### config.mk
export PLATFORM = sky130hd
export DESIGN_NAME = status_mode_irq
export DESIGN_NICKNAME = d
export VERILOG_FILES = /design/src/shared/smi_pkg.sv /design/src/verilog/irq_priority_encoder.sv /design/src/verilog/status_mode_irq.sv
export VERILOG_INCLUDE_DIRS = /design/src /design/src/shared
export SDC_FILE = /design/constraint.sdc
export NUM_CORES = 1
export LEC_CHECK = 0
export ABC_AREA = 1
export BUFFER_PORTS_ARGS = -buffer_cell sky130_fd_sc_hd__buf_4
export CAP_MARGIN = 10
export CORE_MARGIN = 2
export CORE_UTILIZATION = 50
export CTS_BUF_LIST = sky130_fd_sc_hd__clkbuf_4 sky130_fd_sc_hd__clkbuf_8
export DETAILED_ROUTE_END_ITERATION = 8
export PLACE_DENSITY = 0.83
export SYNTH_ARGS = -nofsm -noshare
export SYNTH_HDL_FRONTEND = slang
export SYNTH_SLANG_ARGS = --single-unit
export TNS_END_PERCENT = 50
### constraint.sdc
create_clock -name pclk -period 1.5 [get_ports pclk]
set_input_delay 0.15 -clock pclk [delete_from_list [all_inputs] [get_ports pclk]]
set_output_delay 0.15 -clock pclk [all_outputs]
set_load 0.01 [all_outputs]
### src/shared/smi_regs.svh
// register offsets, field positions and reset values of the status mode and interrupt logic
// assumes: included by design and testbench files; bit n counts from the left (msb is bit 0)
`ifndef SMI_REGS_SVH
`define SMI_REGS_SVH

// ----------------------------------------
// apb byte offsets
// ----------------------------------------
`define SMI_OFF_SM1       8'h00
`define SMI_OFF_SM2       8'h04
`define SMI_OFF_SM1_CLR   8'h08
`define SMI_OFF_SM2_CLR   8'h0c
`define SMI_OFF_MICRO_HLD 8'h10
`define SMI_OFF_MACRO_HLD 8'h14
`define SMI_OFF_MICRO_MSK 8'h18
`define SMI_OFF_MACRO_MSK 8'h1c
`define SMI_OFF_ENC       8'h20

// ----------------------------------------
// first status mode register, bit numbers
// ----------------------------------------
`define SM1_BITGEN_SRC    2
`define SM1_BREAKPOINT    4
`define SM1_PROTECT       5
`define SM1_MACRO_IRQ_EN  6
`define SM1_PARITY        8
`define SM1_HALT_EN       9
`define SM1_OVERFLOW      10
`define SM1_FILE_ONE_EN   11
`define SM1_DELAY_IRQ     14
`define SM1_ADAPTER_BUSY  15

// ----------------------------------------
// second status mode register, bit numbers
// ----------------------------------------
`define SM2_AUTO_XFER     0
`define SM2_DEV_READ      1
`define SM2_HOST_WRITE    2
`define SM2_TERMINATE     3
`define SM2_AUTOLOAD      4
`define SM2_MUX_PRIO3     5
`define SM2_PAGE_SEL      7
`define SM2_UNPROT_CHK    9
`define SM2_PANEL_WRITE   10
`define SM2_PANEL_READ    11
`define SM2_FCR_WRITE     12
`define SM2_ENH_XFORM     13
`define SM2_CONSOLE       14
`define SM2_MACRO_RUN     15

// ----------------------------------------
// masks and reset values
// ----------------------------------------
`define SM_FLAG_MASK      16'hf000
`define SM_EXT_MASK       16'h0fff
`define SM1_RESET         16'h0000
`define SM2_RESET         16'h0002
`define MASK_RESET        16'h0000
`define MACRO_LINE_THREE  3
`endif

### src/shared/smi_pkg.sv
// types shared by the status mode and interrupt logic
// assumes: bit vectors are declared [0:15], left bit numbered zero
package smi_pkg;
	// event occurrence pulses from the processor
	typedef struct packed {
		logic breakpoint;
		logic protect_fault;
		logic parity_error;
		logic overflow;
		logic adapter_busy;
	} event_type;

	// set/clear flags microinstruction command
	typedef struct packed {
		logic        set_flags;
		logic        clear_flags;
		logic [0:15] sel;
	} flag_cmd_type;

	// encoder result
	typedef struct packed {
		logic       valid;
		logic [3:0] num;
	} enc_type;

	// mode outputs toward the datapath
	typedef struct packed {
		logic file_one_to_alu;
		logic transform_to_alu;
		logic file_one_rw_ok;
		logic auto_transfer_en;
		logic autoload_en;
		logic transform_cross_page;
		logic s_field_normal;
		logic unprot_check_en;
		logic enhanced_transform_en;
		logic console_to_mir;
		logic micromem_to_mir;
		logic macro_run_en;
	} mode_type;

	// i/o strobe and timing lines
	typedef struct packed {
		logic device_read_strobe;
		logic host_channel_write;
		logic terminate_transfer;
		logic panel_write_drive;
		logic panel_read_drive;
		logic function_ctrl_write;
	} strobe_type;

	// macro interrupt enable gate, one-hot
	typedef enum logic [2:0] {
		GATE_OFF   = 3'b001,
		GATE_ARMED = 3'b010,
		GATE_ON    = 3'b100
	} gate_type;
endpackage

### src/verilog/irq_priority_encoder.sv
// one priority encoder over a holding register and its mask
// assumes: same clock as the holding register, bit 0 is highest priority
`include "smi_regs.svh"
module irq_priority_encoder (
	input  wire logic             pclk,
	input  wire logic             presetn,
	input  wire logic [0:15]      hold,
	input  wire logic [0:15]      mask,
	output smi_pkg::enc_type      enc
);
	logic [0:15]      active;
	smi_pkg::enc_type enc_nxt;
	smi_pkg::enc_type enc_r;

	// a line counts only when held and unmasked
	assign active = hold & mask;

	// scan from lowest priority upward so bit 0 wins
	always_comb begin
		enc_nxt = '0;
		for (int i = 15; i >= 0; i--) begin
			if (active[i]) begin
				enc_nxt.valid = 1'b1;
				enc_nxt.num   = 4'(i);
			end
		end
	end

	// refreshed every cycle
	always_ff @(posedge pclk or negedge presetn) begin
		if (!presetn) begin
			enc_r <= '0;
		end else begin
			enc_r <= enc_nxt;
		end
	end
	assign enc = enc_r;
endmodule // irq_priority_encoder

### src/verilog/status_mode_irq.sv
// status mode registers, interrupt holding and mask registers, two encoders
// assumes: apb slave on pclk; all other inputs come from logic on pclk
`include "smi_regs.svh"

// Notes on behaviour
// - n register low five bits drive bit generator when source bit set, else microword
// - interrupt test reports nothing unless macro interrupt system bit is set
// - halt code stops processor after its microinstruction only when halt enable set
// - file one enable feeds file one to alu, else transform; gates file access
// - delay bit makes enable take effect on second enable-and-exit microop
// - automatic transfer runs only while its mode bit is one
// - autoload bit puts console interface in autoload mode
// - mux priority three enable bit is the source of macro line three
// - page select bit lets transform cross pages and suppresses s field decoding
// - unprotected-then-protected check runs only while its bit is one
// - enhanced transform follows its mode bit
// - console bit routes console to mir; master clear selects console
// - macroinstructions run only while macro run bit is one
// - event bits latch one on their event and stay set until cleared; they feed no interrupt line
// - driver bits drive the i/o strobe and timing lines
// - eight status bits are flags, twenty-four are external
// - flags change only by set/clear flags commands and survive master clear
// - flags 0-3 and 8-11 map to bits 0-3 of each register
// - external bits set by their signal, cleared by master clear except the console bit, which master clear sets
// - micro holding collects internal, macro holding external requests
// - lower bit number has higher priority in each holding register
// - each mask bit gates the interrupt line of same register and number
// - an encoder per register outputs highest active masked line
module status_mode_irq (
	input  wire logic                  pclk,
	input  wire logic                  presetn,
	input  wire logic                  psel,
	input  wire logic                  penable,
	input  wire logic                  pwrite,
	input  wire logic [7:0]            paddr,
	input  wire logic [31:0]           pwdata,
	output logic [31:0]                prdata,
	output logic                       pready,
	output logic                       pslverr,
	input  wire logic                  master_clear,
	input  wire logic [0:15]           sm1_ext_set,
	input  wire logic [0:15]           sm2_ext_set,
	input  wire smi_pkg::event_type    events,
	input  wire smi_pkg::flag_cmd_type flag_cmd,
	input  wire logic [0:15]           micro_irq_req,
	input  wire logic [0:15]           macro_irq_req,
	input  wire logic                  irq_enable_exit,
	input  wire logic                  irq_disable,
	input  wire logic                  halt_code,
	input  wire logic                  micro_done,
	input  wire logic [4:0]            n_low,
	input  wire logic [4:0]            micro_bit_field,
	output logic [4:0]                 bitgen_pos,
	output logic [0:15]                bitgen_word,
	output logic                       processor_halt,
	output logic                       irq_present,
	output smi_pkg::enc_type           micro_enc,
	output smi_pkg::enc_type           macro_enc,
	output smi_pkg::mode_type          modes,
	output smi_pkg::strobe_type        strobes
);
	// ----------------------------------------
	// declarations
	// ----------------------------------------
	logic [0:15]       sm1_r;
	logic [0:15]       sm1_nxt;
	logic [0:15]       sm2_r;
	logic [0:15]       sm2_nxt;
	logic [0:15]       micro_hold_r;
	logic [0:15]       macro_hold_r;
	logic [0:15]       micro_mask_r;
	logic [0:15]       macro_mask_r;
	logic [0:15]       wdata16;
	logic [0:15]       ev_bits;
	logic [4:0]        bitgen_pos_r;
	logic              halt_r;
	smi_pkg::gate_type gate_r;
	logic              wr_en;
	logic              rd_hit;

	// ----------------------------------------
	// apb slave
	// ----------------------------------------
	// zero wait state: every access completes in its first access cycle
	assign pready  = 1'b1;
	assign wr_en   = psel & penable & pwrite;
	assign wdata16 = pwdata[15:0];

	// address decode, unmapped offsets answer with an error
	always_comb begin
		rd_hit = 1'b1;
		prdata = 32'h0000_0000;
		case (paddr)
			`SMI_OFF_SM1:       prdata[15:0] = sm1_r;
			`SMI_OFF_SM2:       prdata[15:0] = sm2_r;
			`SMI_OFF_SM1_CLR:   prdata = 32'h0000_0000;
			`SMI_OFF_SM2_CLR:   prdata = 32'h0000_0000;
			`SMI_OFF_MICRO_HLD: prdata[15:0] = micro_hold_r;
			`SMI_OFF_MACRO_HLD: prdata[15:0] = macro_hold_r;
			`SMI_OFF_MICRO_MSK: prdata[15:0] = micro_mask_r;
			`SMI_OFF_MACRO_MSK: prdata[15:0] = macro_mask_r;
			`SMI_OFF_ENC:       prdata[9:0]  = {macro_enc, micro_enc};
			default:            rd_hit = 1'b0;
		endcase
	end
	assign pslverr = psel & penable & ~rd_hit;

	// ----------------------------------------
	// status mode registers
	// ----------------------------------------
	// event occurrence pulses land on their own sm1 bit positions
	always_comb begin
		ev_bits = 16'h0000;
		ev_bits[`SM1_BREAKPOINT]   = events.breakpoint;
		ev_bits[`SM1_PROTECT]      = events.protect_fault;
		ev_bits[`SM1_PARITY]       = events.parity_error;
		ev_bits[`SM1_OVERFLOW]     = events.overflow;
		ev_bits[`SM1_ADAPTER_BUSY] = events.adapter_busy;
	end

	// clears first, then sets, so an event in the clearing cycle is kept
	always_comb begin
		sm1_nxt = sm1_r;
		sm2_nxt = sm2_r;
		// master clear leaves the eight flag bits alone
		if (master_clear) begin
			sm1_nxt = sm1_nxt & `SM_FLAG_MASK;
			sm2_nxt = sm2_nxt & `SM_FLAG_MASK;
			sm2_nxt[`SM2_CONSOLE] = 1'b1;
		end
		if (wr_en && paddr == `SMI_OFF_SM1_CLR) begin
			sm1_nxt = sm1_nxt & ~(wdata16 & `SM_EXT_MASK);
		end
		if (wr_en && paddr == `SMI_OFF_SM2_CLR) begin
			sm2_nxt = sm2_nxt & ~(wdata16 & `SM_EXT_MASK);
		end
		// external sets; flag positions take no external input
		sm1_nxt = sm1_nxt | ((sm1_ext_set | ev_bits) & `SM_EXT_MASK);
		sm2_nxt = sm2_nxt | (sm2_ext_set & `SM_EXT_MASK);
		if (wr_en && paddr == `SMI_OFF_SM1) begin
			sm1_nxt = sm1_nxt | (wdata16 & `SM_EXT_MASK);
		end
		if (wr_en && paddr == `SMI_OFF_SM2) begin
			sm2_nxt = sm2_nxt | (wdata16 & `SM_EXT_MASK);
		end
		// flags 0-3 and 8-11 only; the other eight flags have no storage
		if (flag_cmd.clear_flags) begin
			sm1_nxt[0:3] = sm1_nxt[0:3] & ~flag_cmd.sel[0:3];
			sm2_nxt[0:3] = sm2_nxt[0:3] & ~flag_cmd.sel[8:11];
		end
		if (flag_cmd.set_flags) begin
			sm1_nxt[0:3] = sm1_nxt[0:3] | flag_cmd.sel[0:3];
			sm2_nxt[0:3] = sm2_nxt[0:3] | flag_cmd.sel[8:11];
		end
	end

	// status mode storage
	always_ff @(posedge pclk or negedge presetn) begin
		if (!presetn) begin
			sm1_r <= `SM1_RESET;
			sm2_r <= `SM2_RESET;
		end else begin
			sm1_r <= sm1_nxt;
			sm2_r <= sm2_nxt;
		end
	end

	// ----------------------------------------
	// holding and mask registers
	// ----------------------------------------
	// requests are levels from the peripherals, captured every cycle
	always_ff @(posedge pclk or negedge presetn) begin
		if (!presetn) begin
			micro_hold_r <= 16'h0000;
			macro_hold_r <= 16'h0000;
		end else begin
			micro_hold_r <= micro_irq_req;
			macro_hold_r <= macro_irq_req;
			macro_hold_r[`MACRO_LINE_THREE] <= sm2_r[`SM2_MUX_PRIO3];
		end
	end

	// masks written by software
	always_ff @(posedge pclk or negedge presetn) begin
		if (!presetn) begin
			micro_mask_r <= `MASK_RESET;
			macro_mask_r <= `MASK_RESET;
		end else begin
			if (wr_en && paddr == `SMI_OFF_MICRO_MSK) begin
				micro_mask_r <= wdata16;
			end
			if (wr_en && paddr == `SMI_OFF_MACRO_MSK) begin
				macro_mask_r <= wdata16;
			end
		end
	end

	// ----------------------------------------
	// priority encoders
	// ----------------------------------------
	irq_priority_encoder u_micro_enc (
		.pclk    (pclk),
		.presetn (presetn),
		.hold    (micro_hold_r),
		.mask    (micro_mask_r),
		.enc     (micro_enc)
	);

	irq_priority_encoder u_macro_enc (
		.pclk    (pclk),
		.presetn (presetn),
		.hold    (macro_hold_r),
		.mask    (macro_mask_r),
		.enc     (macro_enc)
	);

	// ----------------------------------------
	// macro interrupt enable gate
	// ----------------------------------------
	// the delay bit holds off the enable for one extra enable-and-exit
	always_ff @(posedge pclk or negedge presetn) begin
		if (!presetn) begin
			gate_r <= smi_pkg::GATE_OFF;
		end else if (master_clear || irq_disable) begin
			gate_r <= smi_pkg::GATE_OFF;
		end else if (irq_enable_exit) begin
			case (gate_r)
				smi_pkg::GATE_OFF: begin
					gate_r <= sm1_r[`SM1_DELAY_IRQ] ? smi_pkg::GATE_ARMED : smi_pkg::GATE_ON;
				end
				smi_pkg::GATE_ARMED: gate_r <= smi_pkg::GATE_ON;
				smi_pkg::GATE_ON:    gate_r <= smi_pkg::GATE_ON;
				default:             gate_r <= smi_pkg::GATE_OFF;
			endcase
		end
	end

	// interrupt test sees nothing while the system bit is clear
	assign irq_present = sm1_r[`SM1_MACRO_IRQ_EN] & (gate_r == smi_pkg::GATE_ON) & macro_enc.valid;

	// ----------------------------------------
	// bit generator and halt
	// ----------------------------------------
	// position register; word is all zero for positions beyond 15
	always_ff @(posedge pclk or negedge presetn) begin
		if (!presetn) begin
			bitgen_pos_r <= 5'h00;
		end else begin
			bitgen_pos_r <= sm1_r[`SM1_BITGEN_SRC] ? n_low : micro_bit_field;
		end
	end
	assign bitgen_pos  = bitgen_pos_r;
	assign bitgen_word = 16'h8000 >> bitgen_pos_r;

	// halt waits for the halting microinstruction to complete
	always_ff @(posedge pclk or negedge presetn) begin
		if (!presetn) begin
			halt_r <= 1'b0;
		end else if (micro_done && halt_code && sm1_r[`SM1_HALT_EN]) begin
			halt_r <= 1'b1;
		end else if (master_clear) begin
			halt_r <= 1'b0;
		end
	end
	assign processor_halt = halt_r;

	// ----------------------------------------
	// mode and strobe outputs
	// ----------------------------------------
	assign modes.file_one_to_alu       = sm1_r[`SM1_FILE_ONE_EN];
	assign modes.transform_to_alu      = ~sm1_r[`SM1_FILE_ONE_EN];
	assign modes.file_one_rw_ok        = sm1_r[`SM1_FILE_ONE_EN];
	assign modes.auto_transfer_en      = sm2_r[`SM2_AUTO_XFER];
	assign modes.autoload_en           = sm2_r[`SM2_AUTOLOAD];
	assign modes.transform_cross_page  = sm2_r[`SM2_PAGE_SEL];
	assign modes.s_field_normal        = ~sm2_r[`SM2_PAGE_SEL];
	assign modes.unprot_check_en       = sm2_r[`SM2_UNPROT_CHK];
	assign modes.enhanced_transform_en = sm2_r[`SM2_ENH_XFORM];
	assign modes.console_to_mir        = sm2_r[`SM2_CONSOLE];
	assign modes.micromem_to_mir       = ~sm2_r[`SM2_CONSOLE];
	assign modes.macro_run_en          = sm2_r[`SM2_MACRO_RUN];

	// driver bits are firmware-timed strobes; they stay up until cleared
	assign strobes.device_read_strobe  = sm2_r[`SM2_DEV_READ];
	assign strobes.host_channel_write  = sm2_r[`SM2_HOST_WRITE];
	assign strobes.terminate_transfer  = sm2_r[`SM2_TERMINATE];
	assign strobes.panel_write_drive   = sm2_r[`SM2_PANEL_WRITE];
	assign strobes.panel_read_drive    = sm2_r[`SM2_PANEL_READ];
	assign strobes.function_ctrl_write = sm2_r[`SM2_FCR_WRITE];
endmodule // status_mode_irq

==> results.md, run 1 <==
* Outcome: complete, but fails checks
* Failing checks: setup timing
* Clock buffer depth at 2
* Final Cell Area at 9105 µm²
* Net Sw Power at 2.003 mW
* Fmax at 585.5 MHz
* Post-route clock period utilization at 113.9%
* Area after DPL at 7297 µm²
* Leakage power at 4.523 nW
* Core ar. at 10,890 µm²
* DRC Markers at 0
* Tot Pwr at 7.993 mW
* Top Ports at 232
* ANT nets after route at 0
* Mapped Cells at 674
* Worst Path Max Fanout at 2
* WS Path Type: reg2out
* Die height at 110.0 µm
* Yosys cell types at 36
* Hold crit path type: in2reg
* DRT Wirelength at 22,430 µm
* Met2 usage at 62.31%
* Layer with the highest usage: met2
* Nets at 1,133
* Combinational cell fraction of total power at 14.8%
* Crit path launch: macro_hold_r[2]
* 1st-pass router iterations at 6
* Worst slew pin tran at 538.4 ps
* Post-synthesis async set-or-reset flop share at 100.0%
* CTS buffer count at 17
* Initial antenna violation count at 0
* Row count at 38
* Grt met1 use at 43.23%
* Seq pwr share at 42.9%
* Skew final at 18.92 ps
* IO Port Bufs at 181
* # setup viols final at 30
* CP startpoint kind: flop
* Fin crit period at 1708 ps
* Top FF cell, synth: dfrtp_1
* EDFF count, synth at 0
* Avg Cell Area, Syn at 8.343 µm²
* Initial core utilization at 51.64%
* R2R Setup Slk at 40 ps
* Routability cong. at 0.9478
* Vias/cell at 5.687
* Clk root buf: clkbuf_8
* Worst reg2reg path endpoint: u_macro_enc.enc[0]
* Seq/Total Area, Yosys at 51.22%
* Overflow after GRT at 0
* DRT iter0 DRCs at 558
* Placed Cells at 996
* Met3 Track Usage GR at 8.701%
* GRT Overall Usage at 36.71%
* Wire per inst at 19.69 µm
* Switching share of power at 25.05%
* Power Dens Cells at 877.9 nW/µm²
* Number of diodes at 0
* Slew Limit Fails at 0
* Final non-filler cell total at 1,139
* CP Data Arrival Time at 1560 ps
* Internal cell power at 5.991 mW
* Synth area leader: dfrtp_1
* Routed vias at 6,477
* Die area at 12,110 µm²
* Synth top area share at 50.29%
* Worst setup endpoint: prdata[13]
* VDD IR-drop max at 0.6214 mV
* Top-count cell post-synth: nand2_1
* Finished Core Util at 83.62%
* FF-to-FF Start: macro_mask_r[14]
* Worst skew pair latency at 450 ps
* Max-Cap Viols at 0
* Seq cells post-synth at 115
* Final WS setup at -207.9 ps
* H-tree levels at 4
* Clock sinks at 115
* # fillers at 576
* Slew HR at 64.05%
* Worst setup EP type: output port
* Largest net degree at the start of global routing at 33
* Worst EP required at 1350 ps
* Register-to-Register Path Depth at 15
* Synthesized area at 5623 µm²
* RSZ-0062 raised after global routing: yes
* Clock power frac at 42.3%
* Top cells by area, synth: dfrtp_1 50%, nand2_1 14%, o21ai_1 4.6%, buf_4 4.4%, inv_1 3.9%
* Final Hold Viols at 0
* CTS tree: yes
* Vias in the first global route at 6,621
* Fraction of layout cells with a size suffix above 1 at 35.94%
* First-pass GRT wire length at 32,820 µm
* Synth top cells by count: 204 x nand2_1, 113 x dfrtp_1, 58 x inv_1, 52 x o21ai_1, 33 x buf_4
* DP Wirelength at 13,750 µm
* Clock slew at reported path FFs at 70 ps
* Die Span X at 110.0 µm
* Synth Warn # at 0
* Area Growth Syn to Fin at 61.93%
[layout by cell type (no fill, tap or decap), types with 2 or more instances in the layout]
master | Yosys | final
buf_4 | 33 | 221
nand2_1 | 204 | 193
dfrtp_1 | 113 | 111
dlygate4sd3_1 | 0 | 85
o21ai_1 | 52 | 52
inv_1 | 58 | 49
nor2_1 | 30 | 26
o21ai_0 | 26 | 23
clkbuf_8 | 0 | 23
a31oi_1 | 20 | 20
nand4_1 | 18 | 18
conb_1 | 2 | 17
inv_2 | 10 | 16
nand3_1 | 16 | 14
buf_6 | 1 | 13
buf_12 | 0 | 12
a221oi_2 | 0 | 10
nand2_2 | 0 | 9
a32o_1 | 9 | 8
a21oi_1 | 13 | 7
nor2_4 | 2 | 6
a21oi_2 | 0 | 6
a311oi_1 | 5 | 5
mux2_2 | 5 | 5
nor3_1 | 6 | 4
nor2_2 | 4 | 4
bufinv_16 | 0 | 4
nor3_4 | 0 | 3
o21ai_2 | 0 | 3
a31o_2 | 2 | 2
inv_4 | 0 | 2
nor3_2 | 3 | 2
nand2_4 | 0 | 2
nand3_2 | 0 | 2
o22ai_1 | 3 | 2
dfrtp_2 | 0 | 2
clkinvlp_4 | 0 | 2
clkinv_2 | 0 | 2
dfstp_2 | 2 | 2
[timing repair]
| action | in CTS | in global routing |
|---|---|---|
| setup endpoints to repair | 33 | 36 |
| buffers inserted | 12 | 14 |
| pin swaps | 23 | 22 |
| hold buffers | 85 | 0 |
| resized for setup | 29 | 53 |
| hold endpoints to repair | 123 | 0 |
[per-stage QoR]
step / TNS, ps / worst slack, ps / hold slack, ps
after CTS: -1980 / -196.7 / 0.4099
after global routing: -4844 / -219.7 / 5.676
after floorplan: 0 / 217.3 / -145.6
after detailed placement: -4932 / -145.8 / 113.3
after global placement: -3134 / -149.6 / 105.5
final: -2989 / -207.9 / 15.61
[how the worst min path moves through the flow]
| stage | start | endpoint | slack (ps) | cells after the start |
|---|---|---|---|---|
| after CTS | pwdata[14] | macro_mask_r[1] | 0.4 | 3 |
| after floorplan | presetn | bitgen_pos[0] | -150 | 0 |
| after global routing | pwdata[14] | micro_mask_r[1] | 6 | 3 |
| after detailed placement | presetn | processor_halt | 110 | 1 |
| final | pwdata[14] | micro_mask_r[1] | 20 | 3 |
| after global placement | presetn | sm2_r[9] | 110 | 1 |
[power by group through the flow]
stage          sequential [mW]  combinational [mW]  clock, mW
3_3_place_gp              3.44               0.828          0
3_5_place_dp              3.45               0.860          0
5_1_grt                   3.44                1.27       3.54
4_1_cts                   3.40                1.09       3.37
2_1_floorplan             3.42               0.383          0
6_report                  3.43                1.18       3.38
[metal layers]
| layer | part of all wire (%) | vias up | wire length, µm |
|---|---|---|---|
| met4 | 4.8 | 0 | 1083 |
| met3 | 9.1 | 108 | 2035 |
| li1 | - | 2825 | - |
| met1 | 35 | 3094 | 7892 |
| met5 | 0 | - | 0 |
| met2 | 51 | 450 | 11410 |
[state kept, by name, summed over array words and instances (netlist names)]
register and flops:
macro_hold_r 16, macro_mask_r 16, micro_hold_r 16, micro_mask_r 16
sm1_r 16, sm2_r 16, bitgen_pos 5, u_macro_enc.enc 5
u_micro_enc.enc 5, gate_r 3, processor_halt 1
[area by class of cell]
cell class / instances / area, µm² / area share, %
Sequential cell: 115 / 2883 / 31.66
Clock inverter: 8 / 145.1 / 1.594
Tap cell: 140 / 175.2 / 1.924
Clock buffer: 24 / 324.1 / 3.559
Inverter: 68 / 265.3 / 2.913
Multi-Input combinational cell: 453 / 2416 / 26.54
Timing Repair Buffer: 331 / 2897 / 31.81
[cell families after synthesis]
logic type | synth area share (%)
AND/OR/NAND/NOR | 21.18
AO/OA/AOI/OAI | 15.75
buffers and inverters | 10.70
flip-flops | 51.22
multiplexers | 1.001
other | 0.1336
[critical path, stage by stage (launching register included)]
cell and delay [ps]:
dfrtp_1 410, a32o_2 280, a21oi_2 170, nand4_1 110, buf_4 160
Note: power is estimated with default switching activity, not from simulation.
==> run 2: changes to the inputs <==
--- a/config.mk
+++ b/config.mk
@@ -12,8 +12,9 @@
 export CORE_MARGIN = 2
 export CORE_UTILIZATION = 50
 export CTS_BUF_LIST = sky130_fd_sc_hd__clkbuf_4 sky130_fd_sc_hd__clkbuf_8
+export CTS_CLUSTER_SIZE = 14
 export DETAILED_ROUTE_END_ITERATION = 8
-export PLACE_DENSITY = 0.83
+export PLACE_DENSITY = 0.81
 export SYNTH_ARGS = -nofsm -noshare
 export SYNTH_HDL_FRONTEND = slang
 export SYNTH_SLANG_ARGS = --single-unit
==> results.md, run 2 (synthesis gave the netlist of run 1 again) <==
* Top Ports at 232 (unchanged)
* DRC Markers at 0 (unchanged)
* Worst Path Max Fanout at 2 (unchanged)
* Routability cong. at 0.9039 (-4.6%)
* Commonest cells after routing, fill and taps aside: 219 x buf_4, 184 x nand2_1, 110 x dfrtp_1
* Finished Core Util at 83.03% (-0.60 points)
* 1st-pass router iterations at 6 (unchanged)
* Post-route clock period utilization at 116.8% (+2.9 points)
* Fmax at 571.0 MHz (-2.5%)
* Outcome: complete, but fails checks
* Fin crit period at 1751 ps (+43.50 ps)
* CTS buffer count at 17 (unchanged)
* CP startpoint kind: flop
* Overflow after GRT at 0 (unchanged)
* Slew Limit Fails at 0 (unchanged)
* Layer with the highest usage: met2
* Clk root buf: clkbuf_8
* ANT nets after route at 0 (unchanged)
* Area after DPL at 7222 µm² (-1.0%)
* Max-Cap Viols at 0 (unchanged)
* Worst skew pair latency at 460 ps (about the same)
* Nets at 1,135 (+0.18%)
* Worst setup EP type: output port
* Hold crit path type: in2reg
* FF-to-FF Start: macro_hold_r[15]
* IO Port Bufs at 181 (unchanged)
* Die height at 110.0 µm (unchanged)
* Met2 usage at 61.48% (-0.83 points)
* Clock slew at reported path FFs at 70 ps (about the same)
* Commonest non-fill, non-tap cell in the layout: buf_4
* CP Data Arrival Time at 1600 ps (+40 ps)
* Area Growth Syn to Fin at 60.77%
* Clock sinks at 115 (unchanged)
* Row count at 38 (unchanged)
* Hold path start: pwdata[1]
* Slew HR at 57.42% (-6.6 points)
* DP Wirelength at 12,910 µm (-6.1%)
* VDD IR-drop max at 0.6802 mV (+9.5%)
* Routed vias at 6,446 (-0.48%)
* Failing checks: setup timing
* Worst slew pin tran at 638.7 ps (+100.3 ps)
* Final WS setup at -251.4 ps (-43.50 ps)
* CTS tree: yes
* RSZ-0062 raised after global routing: yes
* Crit path launch: macro_hold_r[15]
* Setup_tns at -3610 ps (-621.2 ps)
* Largest net degree at the start of global routing at 116 (+250%)
* Die area at 12,110 µm² (unchanged)
* # setup viols final at 36 (+20%)
* First-pass GRT wire length at 31,480 µm (-4.1%)
* DRT Wirelength at 22,220 µm (-0.92%)
* Worst EP required at 1350 ps (about the same)
* Final Hold Viols at 0 (unchanged)
* Core ar. at 10,890 µm² (unchanged)
* Fraction of layout cells with a size suffix above 1 at 36.64% (+0.70 points)
* H-tree levels at 4 (unchanged)
* WS Path Type: reg2out
* Vias in the first global route at 6,317 (-4.6%)
* Final Cell Area at 9040 µm² (-0.71%)
* Initial antenna violation count at 0 (unchanged)
* Vias/cell at 5.654 (-0.57%)
* Met3 Track Usage GR at 8.172% (-0.53 points)
* Power Dens Cells at 815.6 nW/µm² (-7.1%)
* Leakage power at 4.489 nW (-0.74%)
* Wire per inst at 19.49 µm (-1.0%)
* Initial core utilization at 51.64% (unchanged)
* Skew final at 12.99 ps (-5.928 ps)
* Grt met1 use at 40.01% (-3.2 points)
* DRT iter0 DRCs at 580 (+3.9%)
* GRT Overall Usage at 35.14% (-1.6 points)
* Clock buffer depth at 2 (unchanged)
* Die Span X at 110.0 µm (unchanged)
-- run 2: cell count changes in the layout (fill, tap and decap cells not counted), sizes merged --
cell and change:
clkinv +3, clkinvlp +1, dlygate4sd3 +2, bufinv -3, diode +1, clkbuf -3
-- run 2: cell type report --
cell class	count	area, µm²
repair buffers	333	2893
inverters	68	272.8
well taps	140	175.2
diodes	1	2.502
fillers	583	1848
clock inverters	9	81.33
flip-flops and latches	115	2884
multi-input cells	453	2442
clock buffers	21	289.0
-- run 2: repair_timing --
item,in CTS,in global routing
setup endpoints to repair,30,38
hold buffers,87,0
resized for setup,39,64
setup buffers,12,19
hold endpoints to repair,188,0
pin swaps,29,25
-- run 2: metal layers --
layer  up-vias  share of wire, %
met2       473                50
met3       140               9.1
met4         0               6.3
li1       2838                 -
met1      2995                34
met5         -                 0
-- run 2: power breakdown --
part           total [mW]  leakage, nW  switching (mW)  internal [mW]
combinational        1.18         2.90           0.551          0.629
clock                2.77        0.185            1.31           1.45
sequential           3.43         1.40           0.161           3.27
-- run 2: critical path, stage by stage, from the launching register on --
cell and delay (ps):
dfrtp_1 430, inv_1 100, o21ai_2 60, a221oi_2 200, nand4_1 170, buf_4 190
-- run 2: final timing paths --
path | slack [ps] | to | depth (start not counted)
hold reg to reg | 430 | macro_hold_r[3] | 0
setup / recovery | -250 | prdata[0] | 5
setup reg to reg | -20 | u_macro_enc.enc[0] | 17
max in group asynchronous | 660 | bitgen_pos[1] | 3
hold / removal | 20 | sm2_r[14] | 4
min in group asynchronous | 320 | micro_hold_r[14] | 3
-- run 2: through the flow --
step / hold WS [ps] / std cells / power (mW) / setup slack, ps
floorplan: -145.6 / 689 / 3.805 / 217.3
global placement: 259.0 / 991 / 4.262 / -125.0
detailed placement: 260.6 / 991 / 4.299 / -255.4
CTS: 8.813 / 1120 / 7.186 / -142.5
global route: 24.28 / 1139 / 7.605 / -271.8
finish: 17.47 / 1140 / 7.373 / -251.4
